### config.mk
export PLATFORM = sky130hd
export DESIGN_NAME = arb_result_formatter
export DESIGN_NICKNAME = d
export VERILOG_FILES = /design/src/shared/arb_pkg.sv /design/src/hdl/arb_result_formatter.sv
export SDC_FILE = /design/constraint.sdc
export NUM_CORES = 1
export LEC_CHECK = 0
export ABC_AREA = 0
export BUFFER_PORTS_ARGS = -buffer_cell sky130_fd_sc_hd__buf_2
export CAP_MARGIN = 40
export CELL_PAD_IN_SITES_DETAIL_PLACEMENT = 1
export CELL_PAD_IN_SITES_GLOBAL_PLACEMENT = 2
export CORE_UTILIZATION = 31
export CTS_CLUSTER_SIZE = 12
export DETAILED_ROUTE_END_ITERATION = 10
export GPL_TIMING_DRIVEN = 0
export PLACE_DENSITY = 0.8
export SETUP_SLACK_MARGIN = 0.02
export SKIP_CTS_REPAIR_TIMING = 1
export SYNTH_ARGS = -nofsm -noshare
export SYNTH_HDL_FRONTEND = slang
export SYNTH_SLANG_ARGS = --single-unit
### constraint.sdc
create_clock -name core_clk_i -period 3.2 [get_ports core_clk_i]
set_input_delay 0.32 -clock core_clk_i [delete_from_list [all_inputs] [get_ports core_clk_i]]
set_output_delay 0.32 -clock core_clk_i [all_outputs]
set_load 0.01 [all_outputs]
### src/shared/arb_pkg.sv
// Constants, field layout and state types of the result formatter.
// Assumes a byte-addressed 8-bit offset from the register port.
package arb_pkg;
   localparam int RES_W = 10;
   localparam int NCH = 12;
   localparam int NSLOT = 4;
   localparam int SLOT_W = 4;
   localparam int HW_W = 16;
   localparam int LBL_LSB = 12;
   localparam int TCNT_W = 16;
   localparam logic [7:0] OFF_CR = 8'h00;
   localparam logic [7:0] OFF_MR = 8'h04;
   localparam logic [7:0] OFF_SEQR = 8'h08;
   localparam logic [7:0] OFF_CHER = 8'h10;
   localparam logic [7:0] OFF_CHDR = 8'h14;
   localparam logic [7:0] OFF_CHSR = 8'h18;
   localparam logic [7:0] OFF_LCDR = 8'h20;
   localparam logic [7:0] OFF_IER = 8'h24;
   localparam logic [7:0] OFF_IDR = 8'h28;
   localparam logic [7:0] OFF_IMR = 8'h2c;
   localparam logic [7:0] OFF_ISR = 8'h30;
   localparam logic [7:0] OFF_OVER = 8'h3c;
   localparam logic [7:0] OFF_EMR = 8'h40;
   localparam logic [7:0] OFF_CWR = 8'h44;
   localparam logic [7:0] OFF_CDR0 = 8'h50;
   localparam logic [7:0] OFF_CDR_LAST = 8'h7c;
   localparam logic [7:0] OFF_ACR = 8'h94;
   localparam logic [7:0] OFF_TSMR = 8'hb0;
   localparam logic [7:0] OFF_XPOS = 8'hb4;
   localparam logic [7:0] OFF_Y_POSITION_VALUE = 8'hb8;
   localparam logic [7:0] OFF_PRESS = 8'hbc;
   localparam logic [7:0] OFF_TRGR = 8'hc0;
   localparam logic [7:0] OFF_WPMR = 8'he4;
   localparam logic [7:0] OFF_WPSR = 8'he8;
   localparam int CR_SWRST = 0;
   localparam int CR_CAL = 2;
   localparam int MR_USER_ORDER_ENABLE = 31;
   localparam int TS_MODE_LSB = 0;
   localparam int TS_AV_LSB = 4;
   localparam int TS_FREQ_LSB = 8;
   localparam int TS_PEN = 24;
   localparam int EMR_TAG = 24;
   localparam int WP_EN = 0;
   localparam int WPS_SRC_LSB = 8;
   localparam int ISR_DRDY = 24;
   localparam int ISR_PEN_CONTACT_LIVE = 31;
   localparam int CAL_LSB = 16;
   localparam int PRESS_B_LSB = 16;
   localparam logic [31:0] ACR_RST = 32'h00000100;
   localparam logic [1:0] TS_OFF = 2'h0;
   localparam logic [1:0] TS_PRESS = 2'h2;
   localparam logic [1:0] TSTEP_Y = 2'h1;
   localparam logic [1:0] TSTEP_B = 2'h3;

   typedef enum logic [1:0] {ST_IDLE, ST_CLASSIC, ST_TOUCH} arb_seq_t;

   typedef struct packed {
      logic [31:0] mr;
      logic [15:0] seq;
      logic [NCH-1:0] chsr;
      logic [31:0] emr;
      logic [31:0] cwr;
      logic [31:0] acr;
      logic [31:0] tsmr;
      logic [31:0] trgr;
      logic [31:0] imr;
      logic wp_en;
      logic wp_flag;
      logic [7:0] wp_src;
      logic [RES_W-1:0] xr;
      logic [RES_W-1:0] yr;
      logic [RES_W-1:0] pa;
      logic [RES_W-1:0] pb;
      logic [HW_W-1:0] lcdr;
      logic drdy;
      logic dma;
      logic cal;
      logic busy;
      logic [31:0] rdata;
      arb_seq_t st;
      logic [3:0] idx;
      logic [1:0] tstep;
      logic tpend;
      logic [TCNT_W-1:0] tcnt;
   } arb_state_t;
endpackage

### src/hdl/arb_result_formatter.sv
// Result formatter: builds the half-word stream into the latest result
// register and raises a DMA request per stored word, with register map.
// Assumes conversion results arrive as stable levels on the data inputs.
//
// What this block does
// - Normal order: each enabled channel result stored in turn per trigger.
// - User order: sequence slots and channel status choose and repeat.
// - Touch mode 1 or 3 emits X then Y per touch trigger.
// - Touch mode 2 emits X, Y, pressure A, pressure B.
// - With labels, X carries label 0 and Y label 1.
// - Calibration spans never enter the result stream.
// - Averaging or rate keep layout; non-touch triggers add no touch words.
// - Pen sensing does not alter the stream layout.
// - Interleaved pattern repeats every power-of-two triggers; averaging places it.
// - Pen sensing on and no contact: touch words are all zero.
// - Pen sensing on and contact: touch words pass with labels.
// - Labels off: touch words pass without labels, unless pen sensing is on with no contact (then all zero).
// - Guard enable protects the configuration registers from writes.
// - Guarded write sets violation flag and records target offset.
// - Reading the violation register clears the violation flag.
// - Unlisted offsets are reserved: ignored on write, zero on read.
// - Each word is a right-aligned half-word, label in top four bits.
// - A DMA request accompanies every new stored word.
// - Trigger counter wraps at the rate; touch words follow classic ones.
//
// Chosen here: the plain strobed port.
module arb_result_formatter
   import arb_pkg::*;
(
   input wire logic core_clk_i,
   input wire logic resetn_i,
   input wire logic [7:0] reg_addr_i,
   input wire logic [31:0] reg_wdata_i,
   input wire logic reg_wr_i,
   input wire logic reg_rd_i,
   output logic [31:0] reg_rdata_o,
   input wire logic trig_i,
   input wire logic [NCH-1:0][RES_W-1:0] chan_data_i,
   input wire logic [RES_W-1:0] touch_x_i,
   input wire logic [RES_W-1:0] touch_y_i,
   input wire logic [RES_W-1:0] press_a_i,
   input wire logic [RES_W-1:0] press_b_i,
   input wire logic [RES_W-1:0] x_cal_i,
   input wire logic [RES_W-1:0] y_cal_i,
   input wire logic pen_contact_live_i,
   output logic [HW_W-1:0] latest_result_o,
   output logic dma_req_o,
   output logic busy_o,
   output logic cal_req_o
);
   localparam arb_state_t S_RST = '{acr: ACR_RST, st: ST_IDLE,
                                    default: '0};

   arb_state_t s_q;
   arb_state_t s_d;
   logic guarded;
   logic emit;
   logic sel;
   logic last;
   logic tnow;
   logic tag;
   logic pen_sense_enable;
   logic user_order_enable;
   logic [1:0] touch_mode_select;
   logic [3:0] slot;
   logic [3:0] ch;
   logic [3:0] cdr_idx;
   logic cdr_hit;
   logic [RES_W-1:0] tval;
   logic [HW_W-1:0] word;
   logic [TCNT_W-1:0] fmask;
   logic [TCNT_W-1:0] avpos;

   function automatic logic is_guarded(input logic [7:0] a);
      return a == OFF_MR || a == OFF_SEQR || a == OFF_CHER ||
             a == OFF_CHDR || a == OFF_EMR || a == OFF_CWR ||
             a == OFF_ACR || a == OFF_TSMR || a == OFF_TRGR;
   endfunction

   always_comb
   begin
      s_d = s_q;
      s_d.dma = 1'b0;
      s_d.cal = 1'b0;
      s_d.rdata = '0;
      emit = 1'b0;
      sel = 1'b0;
      last = 1'b0;
      tnow = 1'b0;
      slot = '0;
      ch = '0;
      tval = '0;
      word = '0;
      tag = s_q.emr[EMR_TAG];
      pen_sense_enable = s_q.tsmr[TS_PEN];
      user_order_enable = s_q.mr[MR_USER_ORDER_ENABLE];
      touch_mode_select = s_q.tsmr[TS_MODE_LSB +: 2];
      fmask = TCNT_W'((32'h1 << s_q.tsmr[TS_FREQ_LSB +: 4]) - 1);
      avpos = TCNT_W'((32'h1 << s_q.tsmr[TS_AV_LSB +: 2]) - 1) & fmask;
      guarded = s_q.wp_en && is_guarded(reg_addr_i);
      cdr_hit = reg_addr_i >= OFF_CDR0 && reg_addr_i <= OFF_CDR_LAST &&
                reg_addr_i[1:0] == 2'h0;
      cdr_idx = 4'((reg_addr_i - OFF_CDR0) >> 2);

      if (reg_wr_i && guarded)
      begin
         s_d.wp_flag = 1'b1;
         s_d.wp_src = reg_addr_i;
      end
      else if (reg_wr_i)
      begin
         case (reg_addr_i)
            OFF_CR: s_d.cal = reg_wdata_i[CR_CAL];
            OFF_MR: s_d.mr = reg_wdata_i;
            OFF_SEQR: s_d.seq = reg_wdata_i[15:0];
            OFF_CHER: s_d.chsr = s_q.chsr | reg_wdata_i[NCH-1:0];
            OFF_CHDR: s_d.chsr = s_q.chsr & ~reg_wdata_i[NCH-1:0];
            OFF_IER: s_d.imr = s_q.imr | reg_wdata_i;
            OFF_IDR: s_d.imr = s_q.imr & ~reg_wdata_i;
            OFF_EMR: s_d.emr = reg_wdata_i;
            OFF_CWR: s_d.cwr = reg_wdata_i;
            OFF_ACR: s_d.acr = reg_wdata_i;
            OFF_TSMR: s_d.tsmr = reg_wdata_i;
            OFF_TRGR: s_d.trgr = reg_wdata_i;
            OFF_WPMR: s_d.wp_en = reg_wdata_i[WP_EN];
            default: ;
         endcase
      end

      if (reg_rd_i)
      begin
         case (reg_addr_i)
            OFF_MR: s_d.rdata = s_q.mr;
            OFF_SEQR: s_d.rdata = 32'(s_q.seq);
            OFF_CHSR: s_d.rdata = 32'(s_q.chsr);
            OFF_LCDR:
            begin
               s_d.rdata = 32'(s_q.lcdr);
               s_d.drdy = 1'b0;
            end
            OFF_IMR: s_d.rdata = s_q.imr;
            OFF_ISR: s_d.rdata = (32'(s_q.drdy) << ISR_DRDY) |
                                 (32'(pen_contact_live_i) << ISR_PEN_CONTACT_LIVE);
            OFF_OVER: s_d.rdata = '0;
            OFF_EMR: s_d.rdata = s_q.emr;
            OFF_CWR: s_d.rdata = s_q.cwr;
            OFF_ACR: s_d.rdata = s_q.acr;
            OFF_TSMR: s_d.rdata = s_q.tsmr;
            // Spans appear only here, never in the stream
            OFF_XPOS: s_d.rdata = 32'(s_q.xr) |
                                  (32'(x_cal_i) << CAL_LSB);
            OFF_Y_POSITION_VALUE: s_d.rdata = 32'(s_q.yr) |
                                  (32'(y_cal_i) << CAL_LSB);
            OFF_PRESS: s_d.rdata = 32'(s_q.pa) |
                                   (32'(s_q.pb) << PRESS_B_LSB);
            OFF_TRGR: s_d.rdata = s_q.trgr;
            OFF_WPMR: s_d.rdata = 32'(s_q.wp_en);
            OFF_WPSR:
            begin
               s_d.rdata = 32'(s_q.wp_flag) |
                           (32'(s_q.wp_src) << WPS_SRC_LSB);
               s_d.wp_flag = 1'b0;
            end
            default:
            begin
               if (cdr_hit && cdr_idx < 4'(NCH))
                  s_d.rdata = 32'(chan_data_i[cdr_idx]);
               else
                  s_d.rdata = '0;
            end
         endcase
      end

      case (s_q.st)
         ST_IDLE:
         begin
            // Triggers that land while a walk runs are dropped
            if (trig_i)
            begin
               s_d.st = ST_CLASSIC;
               s_d.idx = '0;
               tnow = touch_mode_select != TS_OFF &&
                      s_q.tcnt == avpos;
               s_d.tcnt = (s_q.tcnt + 1'b1) & fmask;
               s_d.tpend = tnow;
               if (tnow)
               begin
                  s_d.xr = touch_x_i;
                  s_d.yr = touch_y_i;
                  s_d.pa = press_a_i;
                  s_d.pb = press_b_i;
               end
            end
         end
         ST_CLASSIC:
         begin
            if (user_order_enable)
            begin
               slot = s_q.seq[s_q.idx[1:0]*SLOT_W +: SLOT_W];
               sel = s_q.chsr[s_q.idx] && slot < 4'(NCH);
               ch = slot;
               last = s_q.idx == 4'(NSLOT - 1);
            end
            else
            begin
               sel = s_q.chsr[s_q.idx];
               ch = s_q.idx;
               last = s_q.idx == 4'(NCH - 1);
            end
            if (sel)
            begin
               emit = 1'b1;
               word = HW_W'(chan_data_i[ch]);
               if (tag)
                  word = word | (HW_W'(ch) << LBL_LSB);
            end
            s_d.idx = s_q.idx + 4'h1;
            if (last)
            begin
               s_d.idx = '0;
               s_d.tstep = '0;
               s_d.st = s_q.tpend ? ST_TOUCH : ST_IDLE;
            end
         end
         ST_TOUCH:
         begin
            case (s_q.tstep)
               2'h0: tval = s_q.xr;
               2'h1: tval = s_q.yr;
               2'h2: tval = s_q.pa;
               default: tval = s_q.pb;
            endcase
            emit = 1'b1;
            word = HW_W'(tval);
            if (tag)
               word = word | (HW_W'(s_q.tstep) << LBL_LSB);
            // Pen sense masks values only, layout stays fixed
            if (pen_sense_enable && !pen_contact_live_i)
               word = '0;
            last = (s_q.tstep == TSTEP_Y &&
                    touch_mode_select != TS_PRESS) ||
                   s_q.tstep == TSTEP_B;
            s_d.tstep = s_q.tstep + 2'h1;
            if (last)
               s_d.st = ST_IDLE;
         end
         default: s_d.st = ST_IDLE;
      endcase

      // Store wins over a same-cycle read clear of the ready flag
      if (emit)
      begin
         s_d.lcdr = word;
         s_d.dma = 1'b1;
         s_d.drdy = 1'b1;
      end

      if (reg_wr_i && reg_addr_i == OFF_CR && reg_wdata_i[CR_SWRST])
         s_d = S_RST;
      s_d.busy = s_d.st != ST_IDLE;
   end

   always_ff @(posedge core_clk_i)
   begin
      if (!resetn_i)
         s_q <= S_RST;
      else
         s_q <= s_d;
   end

   assign reg_rdata_o = s_q.rdata;
   assign latest_result_o = s_q.lcdr;
   assign dma_req_o = s_q.dma;
   assign busy_o = s_q.busy;
   assign cal_req_o = s_q.cal;
endmodule

---- After elaboration in Yosys (flattened, before gate mapping) ----
Index checks and enable logic that the tools add are counted.
word-level totals
  bits in registers ....................... 379
  input port bits ......................... 226
  output and inout port bits .............. 51
  logic and storage cells ................. 187
operators by class
  add/sub/neg operators ................... 6
  $lt $le $gt $ge ......................... 7
  equal/unequal tests ..................... 32
  shift-type cells ........................ 3
  multiplexer cells ....................... 41
  bitwise gates (word level) .............. 20
  reductions and logical operators ........ 51
operators with widths
  kind                                                  number
  case mux 32 bit (17 select lines)                     1
  binary-select mux 10 bit (select 4 bit)               2
  OR 10 x 26 -> 26 bit                                  3
  equality test 8 bit (second input constant)           8
  case mux 32 bit (2 select lines)                      1
  equality test 8 x 6 -> 1 bit (second input constant)  6
  two-way mux 16 bit                                    3
  two-way mux 10 bit                                    4
  two-way mux 17 bit                                    2
  AND reduction 3 bit                                   11
  bitwise AND 16 bit                                    2
  bitwise AND 32 bit                                    1
  inverter 32 bit                                       1
  OR 25 x 32 -> 32 bit                                  1
  OR 32 bit                                             1
  case mux 16 bit (2 select lines)                      1
  subtractor 16 x 1 -> 16 bit (second input constant)   2
  case mux 10 bit (3 select lines)                      1
  two-way mux 25 bit                                    1
  equality test 8 x 5 -> 1 bit (second input constant)  3
  case mux 12 bit (2 select lines)                      1
  adder 16 x 1 -> 16 bit (second input constant)        1
  equality test 16 bit                                  1
  equality test 8 x 7 -> 1 bit (second input constant)  2
  46 further kinds                                      100

---- Longest topological paths before layout ----
  depth after elaboration ................. 14
  mapped depth ............................ 15

---- Worst setup path after synthesis ----
OpenSTA, ideal clock, no wires.
  path type ............................... register -> register
  start point ............................. register s_q[199] (netlist name)
  end point ............................... register s_q[115] (netlist name)
  library setup time ...................... 0.130 ns
  data arrival time ....................... 3.036 ns
  required time ........................... 3.070 ns
  setup slack ............................. 0.034 ns
  cell stages (with the launch flop) ...... 14
  path buffers ............................ 4
  clock period less this slack ............ 3.166 ns
  cells stage by stage .................... dfxtp_1 > buf_6 > or4_4 > ha_1 > buf_2 > buf_4 > and2_1 > o21ai_1 > o2111ai_1 > a211o_1 > a311o_1 > buf_4 > o21ai_0 > a21oi_1
on the way
  cells in the longest elaborated chain, start to end .. 6
ends and longest elaborated chain
  element                        line                         RTL
  start: declaration             arb_result_formatter.sv:54   arb_state_t s_q;
  start signal: assignment       arb_result_formatter.sv:266  s_q <= S_RST;
  start signal: assignment       arb_result_formatter.sv:268  s_q <= s_d;
  left shift 1 x 4 -> 16 bit     arb_result_formatter.sv:98   fmask = TCNT_W'((32'h1 << s_q.tsmr[TS_FREQ_LSB +: 4]) - 1);
  subtractor 16 x 1 -> 16 bit    arb_result_formatter.sv:98
  bitwise AND 16 bit             arb_result_formatter.sv:99   avpos = TCNT_W'((32'h1 << s_q.tsmr[TS_AV_LSB +: 2]) - 1) & fmask;
  equality test 16 bit           arb_result_formatter.sv:183  s_q.tcnt == avpos;
  logical AND 1 bit              arb_result_formatter.sv:182  tnow = touch_mode_select != TS_OFF &&
  AND reduction 3 bit (no line)  n/a
No other way between the ends.
A chain may end at the register's enable or synchronous reset.

---- Worst setup path after layout ----
  start point ............................. register s_q[202] (netlist name)
  end point ............................... register s_q[99] (netlist name)
The elaborated chain is that of the path after synthesis.

==> summary.md <==
| Metric | Value |
|---|---|
| Fraction of layout cells with a size suffix above 1 | `25.1%` |
| Vias/cell | `5.93` |
| DP Wirelength | `82.1 mm` |
| Design Power | `11.1 mW` |
| Largest cells by area after synthesis | `dfxtp_1, nand2_1, a21oi_1` |
| Hold_ws | `-0.00156 ns` |
| Prevailing post-synth register cell | `dfxtp_1` |
| Vias in the first global route | `21400` |
| Die Y | `255 um` |
| Via count | `22100` |
| Clock buffer depth | `3` |
| Cells after Synth | `2476` |
| Final Worst Setup Slack | `-0.0978 ns` |
| Multi-input gate area | `0.0113 sq mm` |
| Register bit total from synthesis | `377` |
| Crit share post-route | `103%` |
| Pre-CTS WS | `-1.70 ns` |
| Netlist Area Pre-Place | `0.0199 sq mm` |
| Yosys warnings | `0` |
| Storage element area | `0.00755 sq mm` |
| Setup violators final | `39` |
| Sequential-to-total area share from yosys stat | `38.0%` |
| Failing checks | `negative hold slack, negative setup slack` |
| Crit Path Max Fanout | `9` |
| Pint | `8.13 mW` |
| Seq pwr share | `42.5%` |
| RePlAce Congestion | `0.986` |
| Actual slew at the worst max-slew pin | `0.970 ns` |
| Static Leakage | `8.97 nW` |
| CP Class | `flip-flop to flip-flop` |
| Distinct cells, synth | `83` |
| Gr usage total | `32.0%` |
| WL/cell | `29.5 um` |
| Initial antenna violation count | `12` |
| Clock network power share | `48.2%` |
| Nets@finish | `3077` |
| CTS Root Cell | `clkbuf_16` |
| Post-synth top cells | `nand2_1, dfxtp_1, a21oi_1` |
| Die W | `255 um` |
| Max-cap violation count | `0` |
| DRC | `0` |
| Reg clk slew, reported paths | `0.06 ns` |
| Post-synth top area cell | `dfxtp_1` |
| Largest net degree at the start of global routing | `14` |
| TritonCTS Buffers | `45` |
| Ys async rst share | `0%` |
| VDD IR max | `372 uV` |
| Max H-tree Level | `2` |
| Setup crit end kind | `flip-flop` |
| Area grow syn2layout | `26.9%` |
| Clock sinks | `377` |
| Drt total wl | `110 mm` |
| Worst skew pair latency | `0.61 ns` |
| CTS tree | `done` |
| Gate power share | `9.4%` |
| Number of port buffers | `242` |
| IO Count | `277` |
| Die area | `0.0651 sq mm` |
| Top cell type's share of synthesized area | `38.0%` |
| CP startpoint kind | `flip-flop` |
| Rel. slew slack | `34.5%` |
| Detailed Route Iter0 Violations | `2215` |
| Hold Crit Class | `input pin to flip-flop` |
| Fin. max-slew vios | `0` |
| Grt ovf | `0` |
| DRT antenna net count | `0` |
| Tmin final | `3.30 ns` |
| Number of synthesized flops with an enable pin | `0` |
| Row count | `92` |
| Fmax | `0.303 GHz` |
| Data arrival, critical path | `3.82 ns` |
| Switching pwr | `2.96 mW` |
| RSZ-0062 raised after global routing | `true` |
| Syn_area_per_cell | `8.03 sq um` |
| Outcome | `complete, but fails checks` |
| Endpoints failing hold | `3` |
| Initial core utilization | `31.5%` |
| Pwr Density | `440 mW/mm^2` |
| Core footprint | `0.0632 sq mm` |
| Sw Share | `26.7%` |
| FILL cells | `7567` |
| DRT Pass-1 Iters | `6` |
| Worst Path Required | `3.72 ns` |
| First-pass GRT wire length | `151 mm` |
| Clock Skew | `0.0215 ns` |
| Top-count cell post-synth | `nand2_1` |
-- final cells by class --
| type | instances | area share [%] |
|---|---|---|
| multi-input combinational | 1777 | 44.8 |
| sequential | 377 | 29.9 |
| timing repair buffer | 312 | 7.82 |
| buffer | 300 | 6.95 |
| clock buffer | 64 | 4.98 |
| tap | 846 | 4.20 |
| clock inverter | 17 | 0.947 |
| inverter | 21 | 0.312 |
| antenna | 7 | 0.0694 |
-- critical path, stage by stage (launching register included) --
cell       delay, ns
dfxtp_2         0.31
buf_6           0.13
or4_4           0.56
ha_4            0.22
and2_1          0.22
o21ai_2         0.19
mux2i_1         0.26
o2111ai_2       0.22
buf_4           0.20
a311oi_4        0.25
buf_12          0.20
clkbuf_16       0.17
nand3_2         0.09
a21oi_2         0.17
-- worst paths after layout --
kind                         startpoint                     to  slack [ns]  cells past startpoint
setup / recovery  s_q[202]$_SDFFE_PP0P_   s_q[99]$_SDFFE_PP0P_        -0.1                     13
setup reg to reg  s_q[202]$_SDFFE_PP0P_   s_q[99]$_SDFFE_PP0P_        -0.1                     13
hold reg to reg   s_q[217]$_SDFFE_PP0P_  s_q[217]$_SDFFE_PP0P_        0.46                      2
hold / removal             press_b_i[1]   s_q[78]$_SDFFE_PP0P_      -0.002                      3
-- layout by cell type (no fill, tap or decap), types with 15 or more instances in the layout --
cell / Yosys / layout
dfxtp_1: 377 / 375
nand4_1: 16 / 16
dlygate4sd3_1: 0 / 19
o21ai_0: 113 / 81
buf_4: 74 / 85
o22ai_1: 17 / 17
clkbuf_2: 0 / 23
mux4_2: 35 / 35
buf_6: 18 / 38
clkbuf_16: 0 / 50
nor3_1: 34 / 32
mux2i_1: 52 / 52
a222oi_1: 29 / 29
o21ai_1: 25 / 19
o21ai_2: 1 / 30
nor2_1: 94 / 91
and3_1: 77 / 77
buf_2: 61 / 303
a31oi_1: 24 / 22
ha_1: 17 / 16
a21oi_2: 1 / 18
a221oi_1: 17 / 17
nand3_2: 4 / 26
a211oi_1: 100 / 100
clkbuf_1: 133 / 117
inv_1: 20 / 20
nand3_1: 70 / 40
a22oi_1: 85 / 85
a32oi_1: 15 / 15
nand2_1: 478 / 477
a21oi_1: 337 / 320
-- per-layer routing --
layer / global-route usage (%) / share of wire (%) / wire length, um
met4: 13.0 / 4.6 / 4990
met2: 52.3 / 47 / 51200
met1: 41.3 / 41 / 45200
met3: 5.90 / 7.5 / 8210
met5: 0 / 0.054 / 59
-- power groups by stage --
stage	Clock (mW)	Combinational, mW	Sequential, mW
floorplan	0	0.471	4.81
global placement	0	0.941	4.82
detailed placement	0	0.972	4.82
CTS	5.37	0.976	4.71
global route	5.57	1.08	4.71
finish	5.35	1.04	4.71
-- kinds of logic (layout without fill, tap and decap cells) --
family | Yosys count | in the layout | share of synthesized area (%)
and+or+nand+nor | 835 | 835 | 19.0
buffers and inverters | 323 | 714 | 8.70
other | 1 | 9 | 0.0189
muxes | 94 | 94 | 6.98
AOI/OAI and AO/OA | 814 | 814 | 25.5
xor gates and xnor gates | 15 | 15 | 0.699
adders and majority gates | 17 | 17 | 1.07
DFF | 377 | 377 | 38.0
-- stage by stage --
step           area (sq um)  TNS, ns  instances  util [%]
2_1_floorplan         19900        0       2477         -
3_3_place_gp          22200  -229.09       3565      35.0
3_5_place_dp          22400  -220.81       3592      35.5
4_1_cts               23900   -58.78       3673      37.9
5_1_grt               25200    -5.64       3720      39.9
6_report              25200    -1.25       3721      39.9
No activity file was read; power rests on OpenSTA's default activity.
